### src/hw/spi_fetch_map.vh
`ifndef SPI_FETCH_MAP_VH
`define SPI_FETCH_MAP_VH

// Flash read opcodes
`define OP_FAST_READ      8'h0B
`define OP_DUAL_READ      8'h3B

// Boot signature location and expected bytes
`define SIG_ADDR          16'hFFFA
`define SIG_BYTE0         8'h32
`define SIG_BYTE1         8'h44
`define SIG_BYTE2         8'h46
`define SIG_BYTE3         8'h55
`define SIG_LAST_INDEX    2'h3
`define BOOT_VECTOR       16'h0000

// Serial clock counts per phase
`define CMD_CLOCKS        6'h28
`define SINGLE_DATA_CLKS  6'h08
`define DUAL_DATA_CLKS    6'h04
`define BYTE_BITS         4'h8

// Cache geometry
`define CACHE_BYTES       6'h20
`define CACHE_AW          5

// Serial clock half periods in system clocks for each strap setting
`define HALF_SLOW         2'h2
`define HALF_FAST         2'h1

// Synchroniser depth for pins
`define SYNC_STAGES       2

`endif

### src/hw/fetch_cache_mem.v
`timescale 1ns/1ps
`include "spi_fetch_map.vh"
module fetch_cache_mem (
  input  wire                   i_clock,
  input  wire                   i_clock_enable,
  input  wire                   i_wr_en,
  input  wire [`CACHE_AW-1:0]   i_wr_addr,
  input  wire [7:0]             i_wr_data,
  input  wire [`CACHE_AW-1:0]   i_rd_addr,
  output reg  [7:0]             o_rd_data
);
  reg [7:0] mem [0:(1<<`CACHE_AW)-1];

  // Registered read; contents need no reset since length gates use
  always @(posedge i_clock)
  begin
    if (i_clock_enable)
    begin
      if (i_wr_en)
        mem[i_wr_addr] <= i_wr_data;
      o_rd_data <= mem[i_rd_addr];
    end
  end
endmodule

### src/hw/pin_sync.v
`timescale 1ns/1ps
module pin_sync #(
  parameter WIDTH = 2
) (
  input  wire             i_clock,
  input  wire             i_clock_enable,
  input  wire             i_reset,
  input  wire [WIDTH-1:0] i_async,
  output wire [WIDTH-1:0] o_sync
);
  reg [WIDTH-1:0] meta_q;
  reg [WIDTH-1:0] sync_q;

  // Two stages; first stage feeds only the second
  // Keeps sampling under reset so a strap read at release sees the real pin
  always @(posedge i_clock)
  begin
    if (i_reset || i_clock_enable)
    begin
      meta_q <= i_async;
      sync_q <= meta_q;
    end
  end

  assign o_sync = sync_q;
endmodule

### src/hw/spi_flash_code_fetch.v
`timescale 1ns/1ps
`include "spi_fetch_map.vh"
module spi_flash_code_fetch (
  input  wire        i_clock,
  input  wire        i_clock_enable,
  input  wire        i_reset,
  input  wire        i_dual_mode_enable,
  input  wire        i_fetch_req,
  input  wire [15:0] i_fetch_addr,
  input  wire        i_flash_serial_in,
  input  wire        i_flash_serial_out,
  output reg         o_fetch_ready,
  output reg  [7:0]  o_fetch_data,
  output reg         o_code_external,
  output reg         o_boot_done,
  output reg         o_fast_speed,
  output reg         o_flash_chip_sel_n,
  output reg         o_flash_sclk,
  output reg         o_flash_serial_out,
  output reg         o_flash_serial_out_oe
);
  // One-hot engine states
  localparam [4:0] S_IDLE  = 5'h01;
  localparam [4:0] S_SHIFT = 5'h02;
  localparam [4:0] S_HOLD  = 5'h04;
  localparam [4:0] S_END   = 5'h08;
  localparam [4:0] S_HIT   = 5'h10;

  reg  [4:0]  state_q;
  reg         strap_taken_q, booting_q, sig_ok_q, pend_q, dual_q, run_q;
  reg         byte_done_q, cache_wr_q;
  reg  [1:0]  boot_idx_q, phase_q, rise_pipe_q, data_pipe_q;
  reg  [15:0] req_addr_q, last_addr_q, base_q, cache_wr_addr_q;
  reg  [5:0]  len_q, clocks_left_q;
  reg  [39:0] tx_q;
  reg  [7:0]  rx_q;
  reg  [3:0]  rx_cnt_q;
  wire [1:0]  pins_sync, half;
  wire [7:0]  cache_rd_data;
  wire        tick, rise, fall, hit;
  wire [5:0]  data_clks;
  wire [15:0] cache_end;

  // Address lies inside the window described by base and length
  function in_cache;
    input [15:0] addr;
    input [15:0] base;
    input [5:0]  len;
    begin
      in_cache = ((addr - base) < {10'h000, len}); // Modulo 16 bits, window may wrap
    end
  endfunction

  // Expected signature byte by position
  function [7:0] sig_byte;
    input [1:0] idx;
    begin
      case (idx)
        2'h0:    sig_byte = `SIG_BYTE0;
        2'h1:    sig_byte = `SIG_BYTE1;
        2'h2:    sig_byte = `SIG_BYTE2;
        default: sig_byte = `SIG_BYTE3;
      endcase
    end
  endfunction

  // Both flash data pins cross from the flash side
  pin_sync #(
    .WIDTH (2)
  ) u_pin_sync (
    .i_clock        (i_clock),
    .i_clock_enable (i_clock_enable),
    .i_reset        (i_reset),
    .i_async        ({i_flash_serial_in, i_flash_serial_out}),
    .o_sync         (pins_sync)
  );

  // Cache storage, indexed by low address bits, wraps naturally
  fetch_cache_mem u_cache (
    .i_clock        (i_clock),
    .i_clock_enable (i_clock_enable),
    .i_wr_en        (cache_wr_q),
    .i_wr_addr      (cache_wr_addr_q[`CACHE_AW-1:0]),
    .i_wr_data      (o_fetch_data),
    .i_rd_addr      (req_addr_q[`CACHE_AW-1:0]),
    .o_rd_data      (cache_rd_data)
  );

  // Serial clock timing
  assign half      = o_fast_speed ? `HALF_FAST : `HALF_SLOW;
  assign tick      = run_q && (phase_q == (half - 2'h1));
  assign rise      = tick && !o_flash_sclk;
  assign fall      = tick && o_flash_sclk;
  assign data_clks = dual_q ? `DUAL_DATA_CLKS : `SINGLE_DATA_CLKS;
  assign cache_end = base_q + {10'h000, len_q};
  assign hit       = in_cache(req_addr_q, base_q, len_q);

  // Strap capture one cycle after reset release, never under reset
  always @(posedge i_clock)
  begin
    if (i_reset)
    begin
      strap_taken_q <= 1'b0;
      o_fast_speed  <= 1'b0;
    end
    else if (i_clock_enable && !strap_taken_q)
    begin
      strap_taken_q <= 1'b1;
      o_fast_speed  <= pins_sync[0];
    end
  end

  // Serial clock generator and shifter
  always @(posedge i_clock)
  begin
    if (i_reset)
    begin
      phase_q               <= 2'h0;
      o_flash_sclk          <= 1'b0;
      run_q                 <= 1'b0;
      clocks_left_q         <= 6'h00;
      tx_q                  <= 40'h00_0000_0000;
      o_flash_serial_out    <= 1'b0;
      o_flash_serial_out_oe <= 1'b0;
    end
    else if (i_clock_enable)
    begin
      if (state_q == S_IDLE && pend_q && !hit && strap_taken_q)
      begin
        // Opcode, 24-bit address, dummy byte, all one bit per clock
        tx_q <= {(i_dual_mode_enable && !o_fast_speed) ? `OP_DUAL_READ : `OP_FAST_READ,
                 8'h00, req_addr_q, 8'h00};
        o_flash_serial_out    <= 1'b0; // Both opcodes lead with a zero bit
        o_flash_serial_out_oe <= 1'b1;
        clocks_left_q <= `CMD_CLOCKS + ((i_dual_mode_enable && !o_fast_speed) ?
                         `DUAL_DATA_CLKS : `SINGLE_DATA_CLKS);
        run_q   <= 1'b1;
        phase_q <= 2'h0;
      end
      else if (state_q == S_HOLD && pend_q && !run_q && req_addr_q == last_addr_q + 16'h0001)
      begin
        // One more byte, no command
        clocks_left_q <= data_clks;
        run_q   <= 1'b1;
        phase_q <= 2'h0;
      end
      else if (run_q)
      begin
        phase_q <= tick ? 2'h0 : phase_q + 2'h1;
        if (tick)
          o_flash_sclk <= ~o_flash_sclk;
        if (rise)
          clocks_left_q <= clocks_left_q - 6'h01;
        if (fall)
        begin
          if (clocks_left_q == 6'h00)
            run_q <= 1'b0;
          tx_q <= {tx_q[38:0], 1'b0};
          o_flash_serial_out <= tx_q[38];
          // Release data-out once the dummy byte is gone in dual mode
          if (dual_q && clocks_left_q <= `DUAL_DATA_CLKS)
            o_flash_serial_out_oe <= 1'b0;
        end
      end
      else if (state_q == S_END || state_q == S_IDLE)
      begin
        o_flash_serial_out_oe <= 1'b0;
        o_flash_serial_out    <= tx_q[39];
      end
    end
  end

  // Delayed rising-edge marks line up with the two-stage pin sync
  always @(posedge i_clock)
  begin
    if (i_reset)
    begin
      rise_pipe_q <= 2'h0;
      data_pipe_q <= 2'h0;
      rx_q        <= 8'h00;
      rx_cnt_q    <= 4'h0;
      byte_done_q <= 1'b0;
    end
    else if (i_clock_enable)
    begin
      rise_pipe_q <= {rise_pipe_q[0], rise};
      data_pipe_q <= {data_pipe_q[0], rise && clocks_left_q <= data_clks};
      byte_done_q <= 1'b0;
      if (rise_pipe_q[1] && data_pipe_q[1])
      begin
        if (dual_q)
        begin
          rx_q <= {rx_q[5:0], pins_sync[1], pins_sync[0]};
          rx_cnt_q <= rx_cnt_q + 4'h2;
        end
        else
        begin
          rx_q <= {rx_q[6:0], pins_sync[1]};
          rx_cnt_q <= rx_cnt_q + 4'h1;
        end
      end
      else if (rx_cnt_q == `BYTE_BITS)
      begin
        rx_cnt_q    <= 4'h0;
        byte_done_q <= 1'b1;
      end
    end
  end

  // Request capture; processor requests only once external code runs
  always @(posedge i_clock)
  begin
    if (i_reset)
    begin
      pend_q     <= 1'b0;
      req_addr_q <= 16'h0000;
    end
    else if (i_clock_enable)
    begin
      if (!pend_q && booting_q && strap_taken_q && state_q != S_END)
      begin
        pend_q     <= 1'b1;
        req_addr_q <= `SIG_ADDR + {14'h0000, boot_idx_q};
      end
      else if (!pend_q && i_fetch_req && o_code_external && !booting_q)
      begin
        pend_q     <= 1'b1;
        req_addr_q <= i_fetch_addr;
      end
      else if (state_q == S_HIT || (state_q == S_SHIFT && byte_done_q))
        pend_q <= 1'b0;
    end
  end

  // Main fetch engine, boot probe and cache bookkeeping
  always @(posedge i_clock)
  begin
    if (i_reset)
    begin
      state_q            <= S_IDLE;
      booting_q          <= 1'b1;
      boot_idx_q         <= 2'h0;
      sig_ok_q           <= 1'b1;
      o_code_external    <= 1'b0;
      o_boot_done        <= 1'b0;
      o_fetch_ready      <= 1'b0;
      o_fetch_data       <= 8'h00;
      o_flash_chip_sel_n <= 1'b1;
      last_addr_q        <= 16'h0000;
      base_q             <= 16'h0000;
      len_q              <= 6'h00;
      dual_q             <= 1'b0;
      cache_wr_q         <= 1'b0;
      cache_wr_addr_q    <= 16'h0000;
    end
    else if (i_clock_enable)
    begin
      o_fetch_ready <= 1'b0;
      cache_wr_q    <= 1'b0;
      case (state_q)
        S_IDLE:
        begin
          o_flash_chip_sel_n <= 1'b1;
          if (pend_q && strap_taken_q)
          begin
            if (hit && !booting_q)
              state_q <= S_HIT;
            else
            begin
              o_flash_chip_sel_n <= 1'b0;
              dual_q  <= i_dual_mode_enable && !o_fast_speed;
              state_q <= S_SHIFT;
              if (req_addr_q != cache_end)
              begin
                base_q <= req_addr_q;
                len_q  <= 6'h00;
              end
            end
          end
        end
        S_HIT:
        begin
          // Cache read was issued last cycle, select stays high
          o_fetch_data  <= cache_rd_data;
          o_fetch_ready <= 1'b1;
          last_addr_q   <= req_addr_q;
          state_q       <= S_IDLE;
        end
        S_SHIFT:
        begin
          if (byte_done_q)
          begin
            o_fetch_data <= rx_q;
            last_addr_q  <= req_addr_q;
            if (booting_q)
            begin
              if (rx_q != sig_byte(boot_idx_q))
                sig_ok_q <= 1'b0;
              boot_idx_q <= boot_idx_q + 2'h1;
              if (boot_idx_q == `SIG_LAST_INDEX)
              begin
                // No flash reads back idle pin level and fails the match
                booting_q       <= 1'b0;
                o_boot_done     <= 1'b1;
                o_code_external <= sig_ok_q && (rx_q == sig_byte(boot_idx_q));
                o_flash_chip_sel_n <= 1'b1;
                base_q          <= `BOOT_VECTOR;
                len_q           <= 6'h00;
                state_q         <= S_END;
              end
              else
                state_q <= S_HOLD;
            end
            else
            begin
              o_fetch_ready   <= 1'b1;
              cache_wr_q      <= 1'b1;
              cache_wr_addr_q <= req_addr_q;
              if (len_q == `CACHE_BYTES)
                base_q <= base_q + 16'h0001;
              else
                len_q <= len_q + 6'h01;
              state_q <= S_HOLD;
            end
          end
        end
        S_HOLD:
        begin
          if (pend_q && !run_q)
          begin
            if (req_addr_q == last_addr_q + 16'h0001)
              state_q <= S_SHIFT;
            else
            begin
              o_flash_chip_sel_n <= 1'b1;
              state_q <= hit ? S_HIT : S_END; // Hit skips the idle turn
            end
          end
        end
        S_END:
        begin
          o_flash_chip_sel_n <= 1'b1;
          state_q <= S_IDLE;
        end
        default:
          state_q <= S_IDLE;
      endcase
    end
  end
endmodule

### config.mk
export PLATFORM = sky130hd
export DESIGN_NAME = spi_flash_code_fetch
export DESIGN_NICKNAME = d
export VERILOG_FILES = /design/src/hw/fetch_cache_mem.v /design/src/hw/pin_sync.v /design/src/hw/spi_flash_code_fetch.v
export VERILOG_INCLUDE_DIRS = /design/src /design/src/hw
export SDC_FILE = /design/constraint.sdc
export NUM_CORES = 1
export LEC_CHECK = 0
export BUFFER_PORTS_ARGS = -buffer_cell sky130_fd_sc_hd__buf_4
export CAP_MARGIN = 20
export CORE_ASPECT_RATIO = 0.5
export CORE_UTILIZATION = 45
export CTS_CLUSTER_DIAMETER = 30
export CTS_CLUSTER_SIZE = 14
export DETAILED_ROUTE_END_ITERATION = 8
export PLACE_DENSITY = 0.62
export SLEW_MARGIN = 15
export SYNTH_ARGS = -nofsm -noshare
export SYNTH_HDL_FRONTEND = slang
export SYNTH_SLANG_ARGS = --single-unit
### constraint.sdc
create_clock -name i_clock -period 4.6 [get_ports i_clock]
set_input_delay 0.69 -clock i_clock [delete_from_list [all_inputs] [get_ports i_clock]]
set_output_delay 0.69 -clock i_clock [all_outputs]
set_load 0.01 [all_outputs]
After elaboration in Yosys (flattened, before gate mapping)
Memory sizes are Yosys's and may differ from the RTL's. A register that Yosys moved wholly into a read port is not among the register bits.
Index checks and enable logic that the tools add are counted.
Widths: inputs -> output; s select.
{"block": "classes", "addsub": 13, "magnitude_cmp": 3, "eq_ne": 30, "n_mux": 101, "bitwise": 5, "reduce_logical": 69}
{"op": "$mux 16", "count": 10}
{"op": "$mux 40", "count": 4}
{"op": "$mux 8", "count": 13}
{"op": "$mux 6", "count": 12}
{"op": "$pmux 16 s2", "count": 2}
{"op": "$mux 1", "count": 36}
{"op": "$mux 5", "count": 7}
{"op": "$add 16x1->16 const B", "count": 2}
{"op": "$logic_and 1x1->1", "count": 25}
{"op": "$mux 4", "count": 6}
{"op": "$reduce_and 4->1", "count": 6}
{"op": "$pmux 7 s3", "count": 1}
{"op": "$reduce_and 5->1", "count": 4}
{"op": "$add 16x6->16", "count": 1}
{"op": "$eq 16x16->1", "count": 1}
{"op": "$lt 16x6->1", "count": 1}
{"op": "$ne 16x16->1", "count": 1}
{"op": "$pmux 8 s2", "count": 1}
{"op": "$reduce_and 8->1", "count": 2}
{"op": "$sub 16x16->16", "count": 1}
{"op": "$pmux 5 s3", "count": 1}
{"op": "$pmux 6 s2", "count": 1}
{"op": "$reduce_bool 2->1", "count": 6}
{"op": "$reduce_bool 3->1", "count": 4}
{"op": "40 further kinds", "count": 73}
{"block": "totals", "ff_bits": 158, "ramBits": 256, "input_bits": 23, "out_inout_bits": 16, "word_cells": 255, "memories": 1}
{"name": "u_cache.mem", "words": 32, "width": 8, "rd": 1, "rd_ports_with_merged_regs": 1, "write_ports": 1, "line_no": "fetch_cache_mem.v:12", "text": "reg [7:0] mem [0:(1<<`CACHE_AW)-1];"}

Depth between registers and ports, before layout
Gate-level depths: netlist of the first run.
{"block": "depth", "ltp_word": 10, "ltp_mapped": 20, "mapped_depth_nobuf": 17}

Cells and area by module
A second synthesis of the first run with hierarchy kept.
{"block": "hier_totals", "hier_cells": 1612, "area_unflattened_um2": 19638.8}
{"module": "fetch_cache_mem", "n_inst": 1, "cells_per_inst": 418, "area_per_inst_um2": 10138.5, "seq_area_each_um2": 7927.6}
{"module": "spi_flash_code_fetch", "n_inst": 1, "cells_per_inst": 1189, "area_per_inst_um2": 9374.0, "seq_area_each_um2": 2922.8}
{"module": "pin_sync", "n_inst": 1, "cells_per_inst": 5, "area_per_inst_um2": 126.4, "seq_area_each_um2": 120.1}

Worst setup path before layout of the first run
Ideal clock, no wire load.
{"block": "synth_timing", "path_kind": "reg2reg", "from": "register req_addr_q[1]", "to": "register base_q[11]", "setup_time_ps": 143, "arrival_time_ps": 4608, "required_ps": 4457, "setup_slack_ps": -151, "stages_incl_launch_ff": 21, "synth_period_minus_slack_ps": 4751, "cell_sequence": "dfxtp_1 -> clkbuf_1 -> clkbuf_1 -> clkbuf_1 -> inv_1 -> fa_1 -> nand2b_1 -> nand2b_1 -> a21oi_1 -> xnor2_1 -> ha_1 -> a21oi_1 -> o21ai_0 -> a2111o_1 -> a211oi_2 -> nand4_1 -> or4_4 -> o211ai_4 -> or2b_2 -> buf_6 -> a221oi_1"}
{"block": "synth_via", "elab_chain_len": 5, "word_cells_on_any_way": 7, "cone_classes": "1 x add/sub; 1 x order compare; 3 x eq/ne; 2 x reduce/logical"}
{"element": "from (decl)", "line_no": "spi_flash_code_fetch.v:33", "text": "reg [15:0] req_addr_q, last_addr_q, base_q, cache_wr_addr_q;"}
{"element": "from (signal assigned)", "line_no": "spi_flash_code_fetch.v:223", "text": "req_addr_q <= `SIG_ADDR + {14'h0000, boot_idx_q};"}
{"element": "from (signal assigned)", "line_no": "spi_flash_code_fetch.v:228", "text": "req_addr_q <= i_fetch_addr;"}
{"element": "$sub 16x16->16", "line_no": "spi_flash_code_fetch.v:50", "text": "in_cache = ((addr - base) < {10'h000, len});"}
{"element": "$lt 16x6->1", "line_no": "spi_flash_code_fetch.v:50"}
{"element": "$logic_and 1x1->1", "line_no": "spi_flash_code_fetch.v:266", "text": "if (hit && !booting_q)"}
{"element": "$ne 2x2->1 (no line)"}
{"element": "$reduce_and 8->1 (no line) (*)"}
{"element": "to (signal assigned)", "line_no": "spi_flash_code_fetch.v:275", "text": "base_q <= req_addr_q;"}
{"element": "to (signal assigned)", "line_no": "spi_flash_code_fetch.v:307", "text": "base_q <= `BOOT_VECTOR;"}
{"element": "to (signal assigned)", "line_no": "spi_flash_code_fetch.v:320", "text": "base_q <= base_q + 16'h0001;"}
{"element": "to (decl)", "line_no": "spi_flash_code_fetch.v:33"}
Mark *: on every way between the ends. The rest lies on a longest branch, timed or not.
A chain may end at the register's enable or synchronous reset.

Worst setup path after layout of the first run
{"block": "layout_timing", "from": "register req_addr_q[0]", "to": "register base_q[11]"}
The elaborated chain is that of the path after synthesis.

==> summary.md, run 1 <==
| Metric | Value |
|---|---|
| Status | complete, no violations |
| Antenna-violating nets left | 0 |
| Drt wl/cell | 20.9 um |
| PwrDens | roughly 420 nW/um^2 |
| WP data arrival | between 4 and 5 ns |
| WL final | about 46000 um |
| Number of synthesized flops with an enable pin | about 270 |
| Vias/cell | around 6 |
| Slew @ Worst Pin | ~1.1 ns |
| IO Count | 39 |
| Final setup violating endpoints | 0 |
| Die X | 294 um |
| Clock transition at path regs | 0.07 ns |
| TritonCTS clock tree | built |
| Ratio of cells with drive above 1 in the final layout | 18.2% |
| Core ar. | ~40000 um^2 |
| Initial antenna violation count | 0 |
| Die height | 148 um |
| Worst slack at placement | approximately 0.084 ns |
| DRC | 0 |
| Area contributors post-synth | edfxtp_1 (42%), dfxtp_1 (15%), mux4_2 (9.4%) |
| Site Rows | 52 |
| Routed vias | 13000 |
| Hold Path Class | in2reg |
| Cell taking the most area after synthesis | edfxtp_1 |
| CP Capture Type | flip-flop |
| Skew final | roughly 0.054 ns |
| Synth-to-layout area growth | 16.1% |
| CTS buffer count | 58 |
| Finished Layout Cells | 2225 |
| Full die area | 43400 um^2 |
| Placed wire-length estimate | 30100 um |
| CTS max path bufs | 3 |
| Fill cell count | 3337 |
| Prevailing post-synth register cell | edfxtp_1 |
| Post-route cell area | 22200 um^2 |
| Antenna diode count | 0 |
| Clk sinks | 414 |
| Post-Synthesis Cells | 1566 |
| Count of pins over their slew limit | 0 |
| NumNets Final | approximately 1700 |
| Largest net degree at the start of global routing | 74 |
| Post-route worst setup slack | 0.159 ns |
| H-Tree Depth | 2 |
| Gr ovfl total | 0 |
| Gpl congestion | 0.916 |
| Pleak | 8.17 nW |
| Placed insts | 2110 |
| Overall global routing resource usage | 21.5% |
| Register bit count reported by yosys | 414 |
| Yosys top cell area share | 42.1% |
| Vias in the first global route | 12900 |
| Post-DP Area | 20100 um^2 |
| Fin crit period | roughly 4.4 ns |
| Post-Syn Area | 19100 um^2 |
| CTS Root Cell | clkbuf_16 |
| CP Data Required Time | between 5 and 6 ns |
| Worst setup path class | reg2reg |
| Worst-Skew Late Latency | 0.61 ns |
| Worst slew margin | 25.0% |
| Fmax | between 0.2 and 0.25 GHz |
| Final Hold Viols | 0 |
| Port bufs | 38 |
| Synth Net Count | 1631 |
| Ys Warns | 0 |
| First-pass GRT wire length | 73100 um |
| 1st-pass router iterations | 8 |
| Startpoint Class | flip-flop |
| Critical path fanouts, max | 7 |
| Crit share post-route | between 90% and 100% |
| Ys async rst share | 0% |
| Synth unique cells | 79 |
| Register area share after synthesis | 57.3% |
| Max cap viols | 0 |
| Starting Density | a little under half |
| 1st-iter DRT viols | 1210 |
| Avg Cell Area, Syn | 12.2 um^2 |
| Max IR drop VDD | approximately 0.31 mV |
-- Yosys cell counts, types with 4 or more instances --
| library cell | n |
|---|---|
| xor2_1 | 14 |
| o31ai_1 | 6 |
| buf_1 | 14 |
| or4_1 | 5 |
| a21o_1 | 12 |
| nand3b_1 | 9 |
| buf_2 | 6 |
| nand2_1 | 121 |
| nand2b_1 | 7 |
| xnor2_1 | 52 |
| mux4_2 | 80 |
| mux2_2 | 8 |
| a32oi_1 | 4 |
| nand4_1 | 15 |
| mux2i_1 | 41 |
| o21ai_0 | 56 |
| and2_1 | 7 |
| dfxtp_1 | 146 |
| a221oi_1 | 8 |
| o211ai_1 | 9 |
| a31oi_1 | 12 |
| nor2_1 | 156 |
| or3_1 | 9 |
| a22oi_1 | 15 |
| a211oi_1 | 41 |
| and3_1 | 9 |
| clkbuf_1 | 76 |
| nand3_1 | 34 |
| o22ai_1 | 6 |
| a21oi_1 | 102 |
| nor3_1 | 36 |
| inv_1 | 54 |
| nor4_1 | 12 |
| nor2b_1 | 7 |
| edfxtp_1 | 268 |
| ha_1 | 40 |
-- power breakdown --
part | switching [mW] | internal [mW] | leakage (nW)
clock | 1.83 | 2.78 | 0.985
combinational | 0.429 | 0.289 | 2.89
sequential | 0.0474 | 3.95 | 4.29
total | 2.30 | 7.01 | 8.17
-- metrics by stage --
step                      utilization, %  total power, mW  setup TNS (ns)  hold slack [ns]
after floorplan                        -             4.56               0            0.400
final                               53.9             9.32               0            0.268
after global placement              48.7             4.74               0            0.408
after detailed placement            48.7             4.75               0            0.412
after global routing                53.9             9.60           -1.01            0.247
after CTS                           53.7             9.34               0            0.243
-- logic make-up after synthesis --
logic type      after synthesis  share of synthesized area [%]
simple gates                446                           10.9
flops                       414                           57.3
compound gates              316                           10.8
buf+inv                     153                           3.14
mux                         129                           12.0
xor+xnor                     66                           3.02
fa+ha+maj                    42                           2.82
-- placed cells by master (no fill, tap or decap), types with 8 or more instances in the layout --
| cell type | Yosys | routed |
|---|---|---|
| a211oi_1 | 41 | 41 |
| a21o_1 | 12 | 12 |
| a21oi_1 | 102 | 102 |
| a221oi_1 | 8 | 8 |
| a22oi_1 | 15 | 15 |
| a31oi_1 | 12 | 12 |
| and3_1 | 9 | 9 |
| buf_4 | 1 | 77 |
| clkbuf_16 | 0 | 60 |
| dfxtp_1 | 146 | 143 |
| edfxtp_1 | 268 | 268 |
| ha_1 | 40 | 40 |
| inv_1 | 54 | 54 |
| inv_6 | 0 | 12 |
| mux2_2 | 8 | 8 |
| mux2i_1 | 41 | 41 |
| mux4_2 | 80 | 80 |
| nand2_1 | 121 | 121 |
| nand3_1 | 34 | 34 |
| nand3b_1 | 9 | 9 |
| nand4_1 | 15 | 15 |
| nor2_1 | 156 | 155 |
| nor3_1 | 36 | 35 |
| nor4_1 | 12 | 12 |
| o211ai_1 | 9 | 9 |
| o21ai_0 | 56 | 56 |
| or3_1 | 9 | 9 |
| xnor2_1 | 52 | 52 |
| xor2_1 | 14 | 14 |
-- layout make-up --
type | count | area [um^2] | share of cell area (%)
Clock buffer | 67 | 1520 | 6.82
Clock inverter | 42 | 526 | 2.37
Inverter | 54 | 203 | 0.913
Multi-Input combinational cell | 999 | 7610 | 34.3
Sequential cell | 414 | 11000 | 49.4
Tap cell | 567 | 709 | 3.19
Timing Repair Buffer | 82 | 671 | 3.02
-- worst max-delay path: stages (launching register included) --
cell and delay [ns]:
dfxtp_4 0.34, inv_1 0.04, ha_1 0.23, fa_2 0.38, nand2b_4 0.17, nand2b_1 0.08
a21oi_1 0.08, xnor2_1 0.23, ha_1 0.29, a21oi_1 0.15, o21ai_0 0.12, a2111o_1 0.39
a211oi_2 0.20, nand4_1 0.10, buf_4 0.20, or4_4 0.44, o211ai_4 0.32, buf_12 0.17
o22ai_1 0.09, a221oi_1 0.26
-- repair_timing --
item                                    4_1_cts  5_1_grt
resized for setup                             0        5
hold buffers                                  0        0
hold endpoints to repair                      0        0
setup buffers                                 0        3
endpoints found under the setup margin        0       60
-- per-layer routing --
metal	vias to the layer above	wire [um]	track usage, %
li1	6022	-	-
met1	6439	20900	30.5
met2	460	21800	34.7
met3	70	2980	3.35
met4	0	753	5.34
met5	-	0	0
-- flip-flops by register name, summed over array words and instances, names as in the netlist, 4 cells and up --
register           count
u_cache.mem          256
rx_cnt_q               4
rx_q                   8
base_q                16
cache_wr_addr_q        5
tx_q                  32
clocks_left_q          6
u_cache.o_rd_data      8
len_q                  6
o_fetch_data           8
last_addr_q           16
state_q                5
req_addr_q            16
-- worst paths after layout --
check                  startpoint                   end  slack, ns  cells past startpoint
min            i_flash_serial_out  u_pin_sync.meta_q[0]       0.27                      1
min reg2reg  u_pin_sync.meta_q[0]  u_pin_sync.o_sync[0]       0.42                      0
max                 req_addr_q[0]            base_q[11]       0.16                     19
max reg2reg         req_addr_q[0]            base_q[11]       0.16                     19
(Power assumes the default switching activity.)
==> inputs of run 2 (changes only) <==
--- a/config.mk
+++ b/config.mk
@@ -14,6 +14,7 @@
 export CTS_CLUSTER_SIZE = 14
 export DETAILED_ROUTE_END_ITERATION = 8
 export PLACE_DENSITY = 0.62
+export RECOVER_POWER = 25
 export SLEW_MARGIN = 15
 export SYNTH_ARGS = -nofsm -noshare
 export SYNTH_HDL_FRONTEND = slang
==> run 2 against run 1 <==
The flow now finishes with violations (capacitance limit, slew limit). Sequential share of layout area up 0.059 points. Core utilization down 0.064 points. Via count increased by 0.12%. Sequential power hardly changed. Highest routed layer unchanged. First-iteration DRC count grew 0.50%. Critical endpoint is now base_q[5]. Power about the same. Fmax about the same. Cell area shrank 0.12%. Die area unchanged.
==> summary.md, run 2 (synthesis gave the netlist of run 1 again) <==
| Metric | Value |
|---|---|
| Status | finished with violations |
| Failing checks | capacitance limit, slew limit |
| Cell Chain, Critical Path | inv_1 -> ha_1 -> fa_2 -> nand2b_4 -> nand2b_1 -> a21oi_1 -> xnor2_1 -> ha_1 -> a21oi_1 -> o21ai_0 -> a2111o_1 -> a211oi_2 -> nand4_1 -> buf_4 -> or4_4 -> o211ai_4 -> buf_12 -> o22ai_1 -> a221oi_1 |
| Synth-to-layout area growth | 15.9% |
| Clock Power Share | 49.4% |
| WP data arrival | about 4.9 ns |
| Worst-Skew Late Latency | 0.61 ns |
| Most frequent cells in the layout | edfxtp_1 (268), nor2_1 (155), dfxtp_1 (143), nand2_1 (121), a21oi_1 (102) |
| Worst setup path class | reg2reg |
| Post-route worst setup slack | between 0.15 and 0.2 ns |
| Clk sinks | 414 |
| Placed insts | 2110 |
| Clock transition at path regs | approximately 0.070 ns |
| Slew @ Worst Pin | around 1.8 ns |
| Area occupied by multi-input gates | about 7600 um^2 |
| Core ar. | 41200 um^2 |
| Ratio of cells with drive above 1 in the final layout | 17.8% |
| Crit share post-route | a little over nine tenths |
| NumNets Final | 1674 |
| Skew final | 0.0511 ns |
| CP Data Required Time | 5.06 ns |
| Antenna diode count | 0 |
| Port bufs | 38 |
| Worst setup path start | req_addr_q[0] |
| Critical path's largest stage delay | between 0.4 and 0.5 ns |
| Leading cell type in the layout, fill and taps excluded | edfxtp_1 |
| Gpl congestion | slightly above 0.9 |
| Pleak | just over 8 nW |
| H-Tree Depth | 2 |
| Switching share of power | 24.7% |
| Fin crit period | 4.44 ns |
| Starting Density | 46.5% |
| Antenna-violating nets left | 0 |
| Count of pins over their slew limit | 178 |
| CTS max path bufs | 3 |
| Sw Pwr | 2.30 mW |
| DRC | 0 |
| Overall global routing resource usage | 21.5% |
| PwrDens | 420 nW/um^2 |
| Full die area | 43400 um^2 |
| 1st-iter DRT viols | approximately 1200 |
| Final core occ | 53.9% |
| Max cap viols | 5 |
| Placed wire-length estimate | 30100 um |
| FF-to-FF Start | req_addr_q[0] |
| Cells on worst reg2reg path | 19 |
| Drt wl/cell | about 21 um |
| Largest net degree at the start of global routing | between 70 and 80 |
| Pint | 7.01 mW |
| CTS Root Cell | clkbuf_16 |
| Reg2reg end | base_q[5] |
| Die X | 294 um |
| Final setup violating endpoints | 0 |
| Finished Layout Cells | between 2000 and 2500 |
| Max FFs per register | around 260 |
| Critical path fanouts, max | 7 |
| CP bufs+invs | 3 |
| Startpoint Class | flip-flop |
| Site Rows | 52 |
| Worst slack at placement | 0.0842 ns |
| Initial antenna violation count | 0 |
| WL final | 46400 um |
| Die height | 148 um |
| Sequential cell area | 11000 um^2 |
| IO Count | 39 |
| Sequential share of power | a little over two fifths |
| TritonCTS clock tree | built |
| Vias/cell | 5.85 |
| Crit-path leading delay family | compound AO/OA/AOI/OAI gates |
| Crit path max-delay cell type | or4_4 |
| Critical Path End | base_q[5] |
| Gr ovfl total | 0 |
| Routed vias | 13000 |
| CP Capture Type | flip-flop |
| Most flops, register | u_cache.mem |
| 1st-pass router iterations | 6 |
| Cell count along the critical path | 19 |
| Combinational power share | 7.7% |
| Fmax | ~0.23 GHz |
| Vias in the first global route | approximately 13000 |
| CTS buffer count | 58 |
| Hold path depth | 1 |
| First-pass GRT wire length | approximately 73000 um |
| Worst slew margin | -23.1% |
| Setup slack, reg-to-reg | 0.16 ns |
| Max IR drop VDD | 0.316 mV |
| Hold Path Class | in2reg |
| Largest registers | u_cache.mem (256), tx_q (32) |
| Final Hold Viols | 0 |
| Fill cell count | 3348 |
-- run 2: cell count changes in the layout (fill, tap and decap cells not counted) --
cell      previous run  this run
buf_4               77        68
clkbuf_1             6        13
clkbuf_4             0         2
-- run 2: timing repair --
action	in CTS	in global routing
hold buffers	0	0
setup buffers	0	3
gates resized for setup	0	5
endpoints found under the setup margin	0	60
-- run 2: how the worst min path moves through the flow --
stage,slack [ns],start,endpoint
after global routing,0.27,i_flash_serial_in,u_pin_sync.meta_q[1]
after detailed placement,0.41,u_pin_sync.meta_q[0],u_pin_sync.o_sync[0]
final,0.29,i_flash_serial_out,u_pin_sync.meta_q[0]
after global placement,0.41,u_pin_sync.meta_q[1],u_pin_sync.o_sync[1]
after floorplan,0.40,u_pin_sync.meta_q[0],u_pin_sync.o_sync[0]
after CTS,0.24,i_flash_serial_out,u_pin_sync.meta_q[0]
-- run 2: routing by layer --
metal	vias to the layer above	routed length, um	global-route usage [%]
met3	80	2800	3.35
li1	6019	-	-
met1	6475	20900	30.5
met4	0	791	5.34
met5	-	0	0
met2	432	21900	34.7
-- run 2: power groups by stage --
stage | logic, mW | clock network [mW] | registers, mW
finish | 0.717 | 4.60 | 4.00
global route | 0.776 | 4.83 | 4.00
CTS | 0.685 | 4.66 | 3.99
detailed placement | 0.681 | 0 | 4.07
global placement | 0.664 | 0 | 4.07
floorplan | 0.511 | 0 | 4.05
-- run 2: layout make-up --
class                      instances  share of cell area, %
multi-input combinational        999                   34.3
clock inverter                    42                   2.37
sequential                       414                   49.5
clock buffer                      67                   6.83
tap                              567                   3.20
timing repair buffer              82                   2.90
inverter                          54                  0.914
-- run 2: through the flow --
stage / hold slack [ns] / total power, mW / setup TNS [ns] / cell area (um^2)
6_report: 0.290 / 9.32 / 0 / 22200
5_1_grt: 0.271 / 9.60 / -1.04 / 22200
4_1_cts: 0.243 / 9.34 / 0 / 22100
2_1_floorplan: 0.400 / 4.56 / 0 / 19100
3_3_place_gp: 0.408 / 4.74 / 0 / 20100
3_5_place_dp: 0.412 / 4.75 / 0 / 20100
==> inputs of run 3 (changes only) <==
--- a/config.mk
+++ b/config.mk
@@ -13,7 +13,7 @@
 export CTS_CLUSTER_DIAMETER = 30
 export CTS_CLUSTER_SIZE = 14
 export DETAILED_ROUTE_END_ITERATION = 8
-export PLACE_DENSITY = 0.62
+export PLACE_DENSITY = 0.73
 export RECOVER_POWER = 25
 export SLEW_MARGIN = 15
 export SYNTH_ARGS = -nofsm -noshare
==> run 3 against run 2 <==
The flow still finishes with violations (capacitance limit, slew limit). Power shrank 2.1%. Cell area shrank 0.63%. Setup slack gained 0.11 ns. Via count grew 0.17%. Non-clock buffer count shrank 3. Register-to-register slack gained 0.11 ns. Sequential share of layout area grew 0.32 points. Clock skew shrank 0.016 ns. Wire length shrank 1.8%. Largest cell class unchanged. Largest power group unchanged.
==> summary.md, run 3 (synthesis gave the netlist of run 1 again) <==
| Metric | Value |
|---|---|
| IO Count | 39 |
| Max cap viols | 7 |
| CTS buffer count | 59 |
| Drt wl/cell | slightly above 20 um |
| Pint | 6.84 mW |
| Ratio of cells with drive above 1 in the final layout | 17.4% |
| Vias/cell | about 5.9 |
| Overall global routing resource usage | roughly a fifth |
| Worst slack at placement | between 0.15 and 0.2 ns |
| Sequential share of power | 43.8% |
| Fin crit period | 4.33 ns |
| Site Rows | 52 |
| Fmax | 0.231 GHz |
| Die height | 148 um |
| Most frequent cells in the layout | edfxtp_1 (268), nor2_1 (154), dfxtp_1 (144), nand2_1 (121), a21oi_1 (102) |
| Hold Path Class | in2reg |
| Worst-Skew Late Latency | 0.60 ns |
| Starting Density | ~46% |
| Max FFs per register | 256 |
| Vias in the first global route | 12600 |
| Antenna diode count | 0 |
| First-pass GRT wire length | 72400 um |
| Worst setup path start | base_q[0] |
| Worst slew margin | -21.2% |
| Post-route cell area | 22000 um^2 |
| Failing checks | capacitance limit, slew limit |
| Clock Power Share | 48.7% |
| Antenna-violating nets left | 0 |
| NumNets Final | 1672 |
| Max IR drop VDD | 0.335 mV |
| CP Capture Type | flip-flop |
| Gr ovfl total | 0 |
| WP data arrival | 4.74 ns |
| Post-DP Area | 20100 um^2 |
| Clk sinks | 414 |
| Most flops, register | u_cache.mem |
| Power consumption | 9.12 mW |
| Initial antenna violation count | 0 |
| Worst setup path class | reg2reg |
| Port bufs | 38 |
| 1st-iter DRT viols | 1229 |
| WL final | around 46000 um |
| Pleak | 8.06 nW |
| Full die area | approximately 43000 um^2 |
| H-Tree Depth | 2 |
| Gpl congestion | 0.916 |
| Crit share post-route | 94.0% |
| Setup_tns | 0 ns |
| CP Data Required Time | 5.02 ns |
| CTS Hold Bufs | 0 |
| Placed insts | roughly 2100 |
| Switching share of power | between 20% and 30% |
| Leading cell type in the layout, fill and taps excluded | edfxtp_1 |
| Final setup violating endpoints | 0 |
| CTS Root Cell | clkbuf_16 |
| Routed vias | 13000 |
| Core ar. | 41200 um^2 |
| Skew final | ~0.035 ns |
| DRC | 0 |
| Finished Layout Cells | ~2200 |
| Largest registers | u_cache.mem (256), tx_q (32) |
| Placed wire-length estimate | 28400 um |
| Clock transition at path regs | approximately 0.06 ns |
| Die X | 294 um |
| Final Hold Viols | 0 |
| FF-to-FF Start | base_q[0] |
| CTS max path bufs | 3 |
| Largest net degree at the start of global routing | 101 |
| Critical path fanouts, max | 13 |
| Sw Pwr | 2.29 mW |
| Synth-to-layout area growth | 15.2% |
| Count of pins over their slew limit | 247 |
| Combinational power share | under 10% |
| Slew @ Worst Pin | about 1.8 ns |
| 1st-pass router iterations | 6 |
| Worst Min Path Start | i_flash_serial_in |
| TritonCTS clock tree | built |
| PwrDens | just over 400 nW/um^2 |
| Post-route worst setup slack | 0.274 ns |
| Startpoint Class | flip-flop |
| Status | finished with violations |
run 3: cell type report:
class	count	area, um^2
fillers	3328	19100
flip-flops and latches	414	11000
multi-input cells	999	7600
clock buffers	65	1510
well taps	567	709
repair buffers	79	563
clock inverters	46	482
inverters	54	203
run 3: layer usage:
metal / part of all wire [%] / global-route usage [%]
met1: 43 / 29.4
met2: 48 / 35.0
met3: 6.5 / 3.32
met4: 2.3 / 5.96
met5: 0 / 0
run 3: repair_timing:
action                     in CTS  in global routing
setup buffers                   0                  1
gates resized for setup         0                  2
setup endpoints to repair       0                  6
run 3: final timing paths:
check	endpoint	slack, ns	depth (start not counted)
setup / recovery	base_q[6]	0.27	16
hold / removal	u_pin_sync.meta_q[1]	0.29	1
setup reg to reg	base_q[6]	0.27	16
hold reg to reg	u_pin_sync.o_sync[0]	0.42	0
run 3: power groups by stage:
stage | clock network [mW] | registers [mW] | logic (mW)
4_1_cts | 4.49 | 3.99 | 0.673
3_5_place_dp | 0 | 4.07 | 0.671
3_3_place_gp | 0 | 4.07 | 0.662
6_report | 4.44 | 3.99 | 0.683
2_1_floorplan | 0 | 4.05 | 0.511
5_1_grt | 4.66 | 4.00 | 0.747
run 3: worst max-delay path, cell delays in order (launching register included):
cell	delay [ns]
dfxtp_1	0.38
ha_1	0.24
fa_1	0.41
nand2b_1	0.20
nand2b_1	0.08
a21oi_1	0.08
xnor2_1	0.13
ha_1	0.30
a21oi_1	0.12
o21ai_0	0.11
a2111o_1	0.43
a211oi_2	0.20
nand4_1	0.23
or4_4	0.52
o211ai_4	0.22
or2b_2	0.36
a221oi_1	0.14
run 3: per-stage QoR:
step / util [%] / hold slack [ns]
after floorplan: - / 0.400
after global routing: 53.5 / 0.264
after detailed placement: 48.7 / 0.406
final: 53.5 / 0.287
after global placement: 48.7 / 0.403
after CTS: 53.6 / 0.239
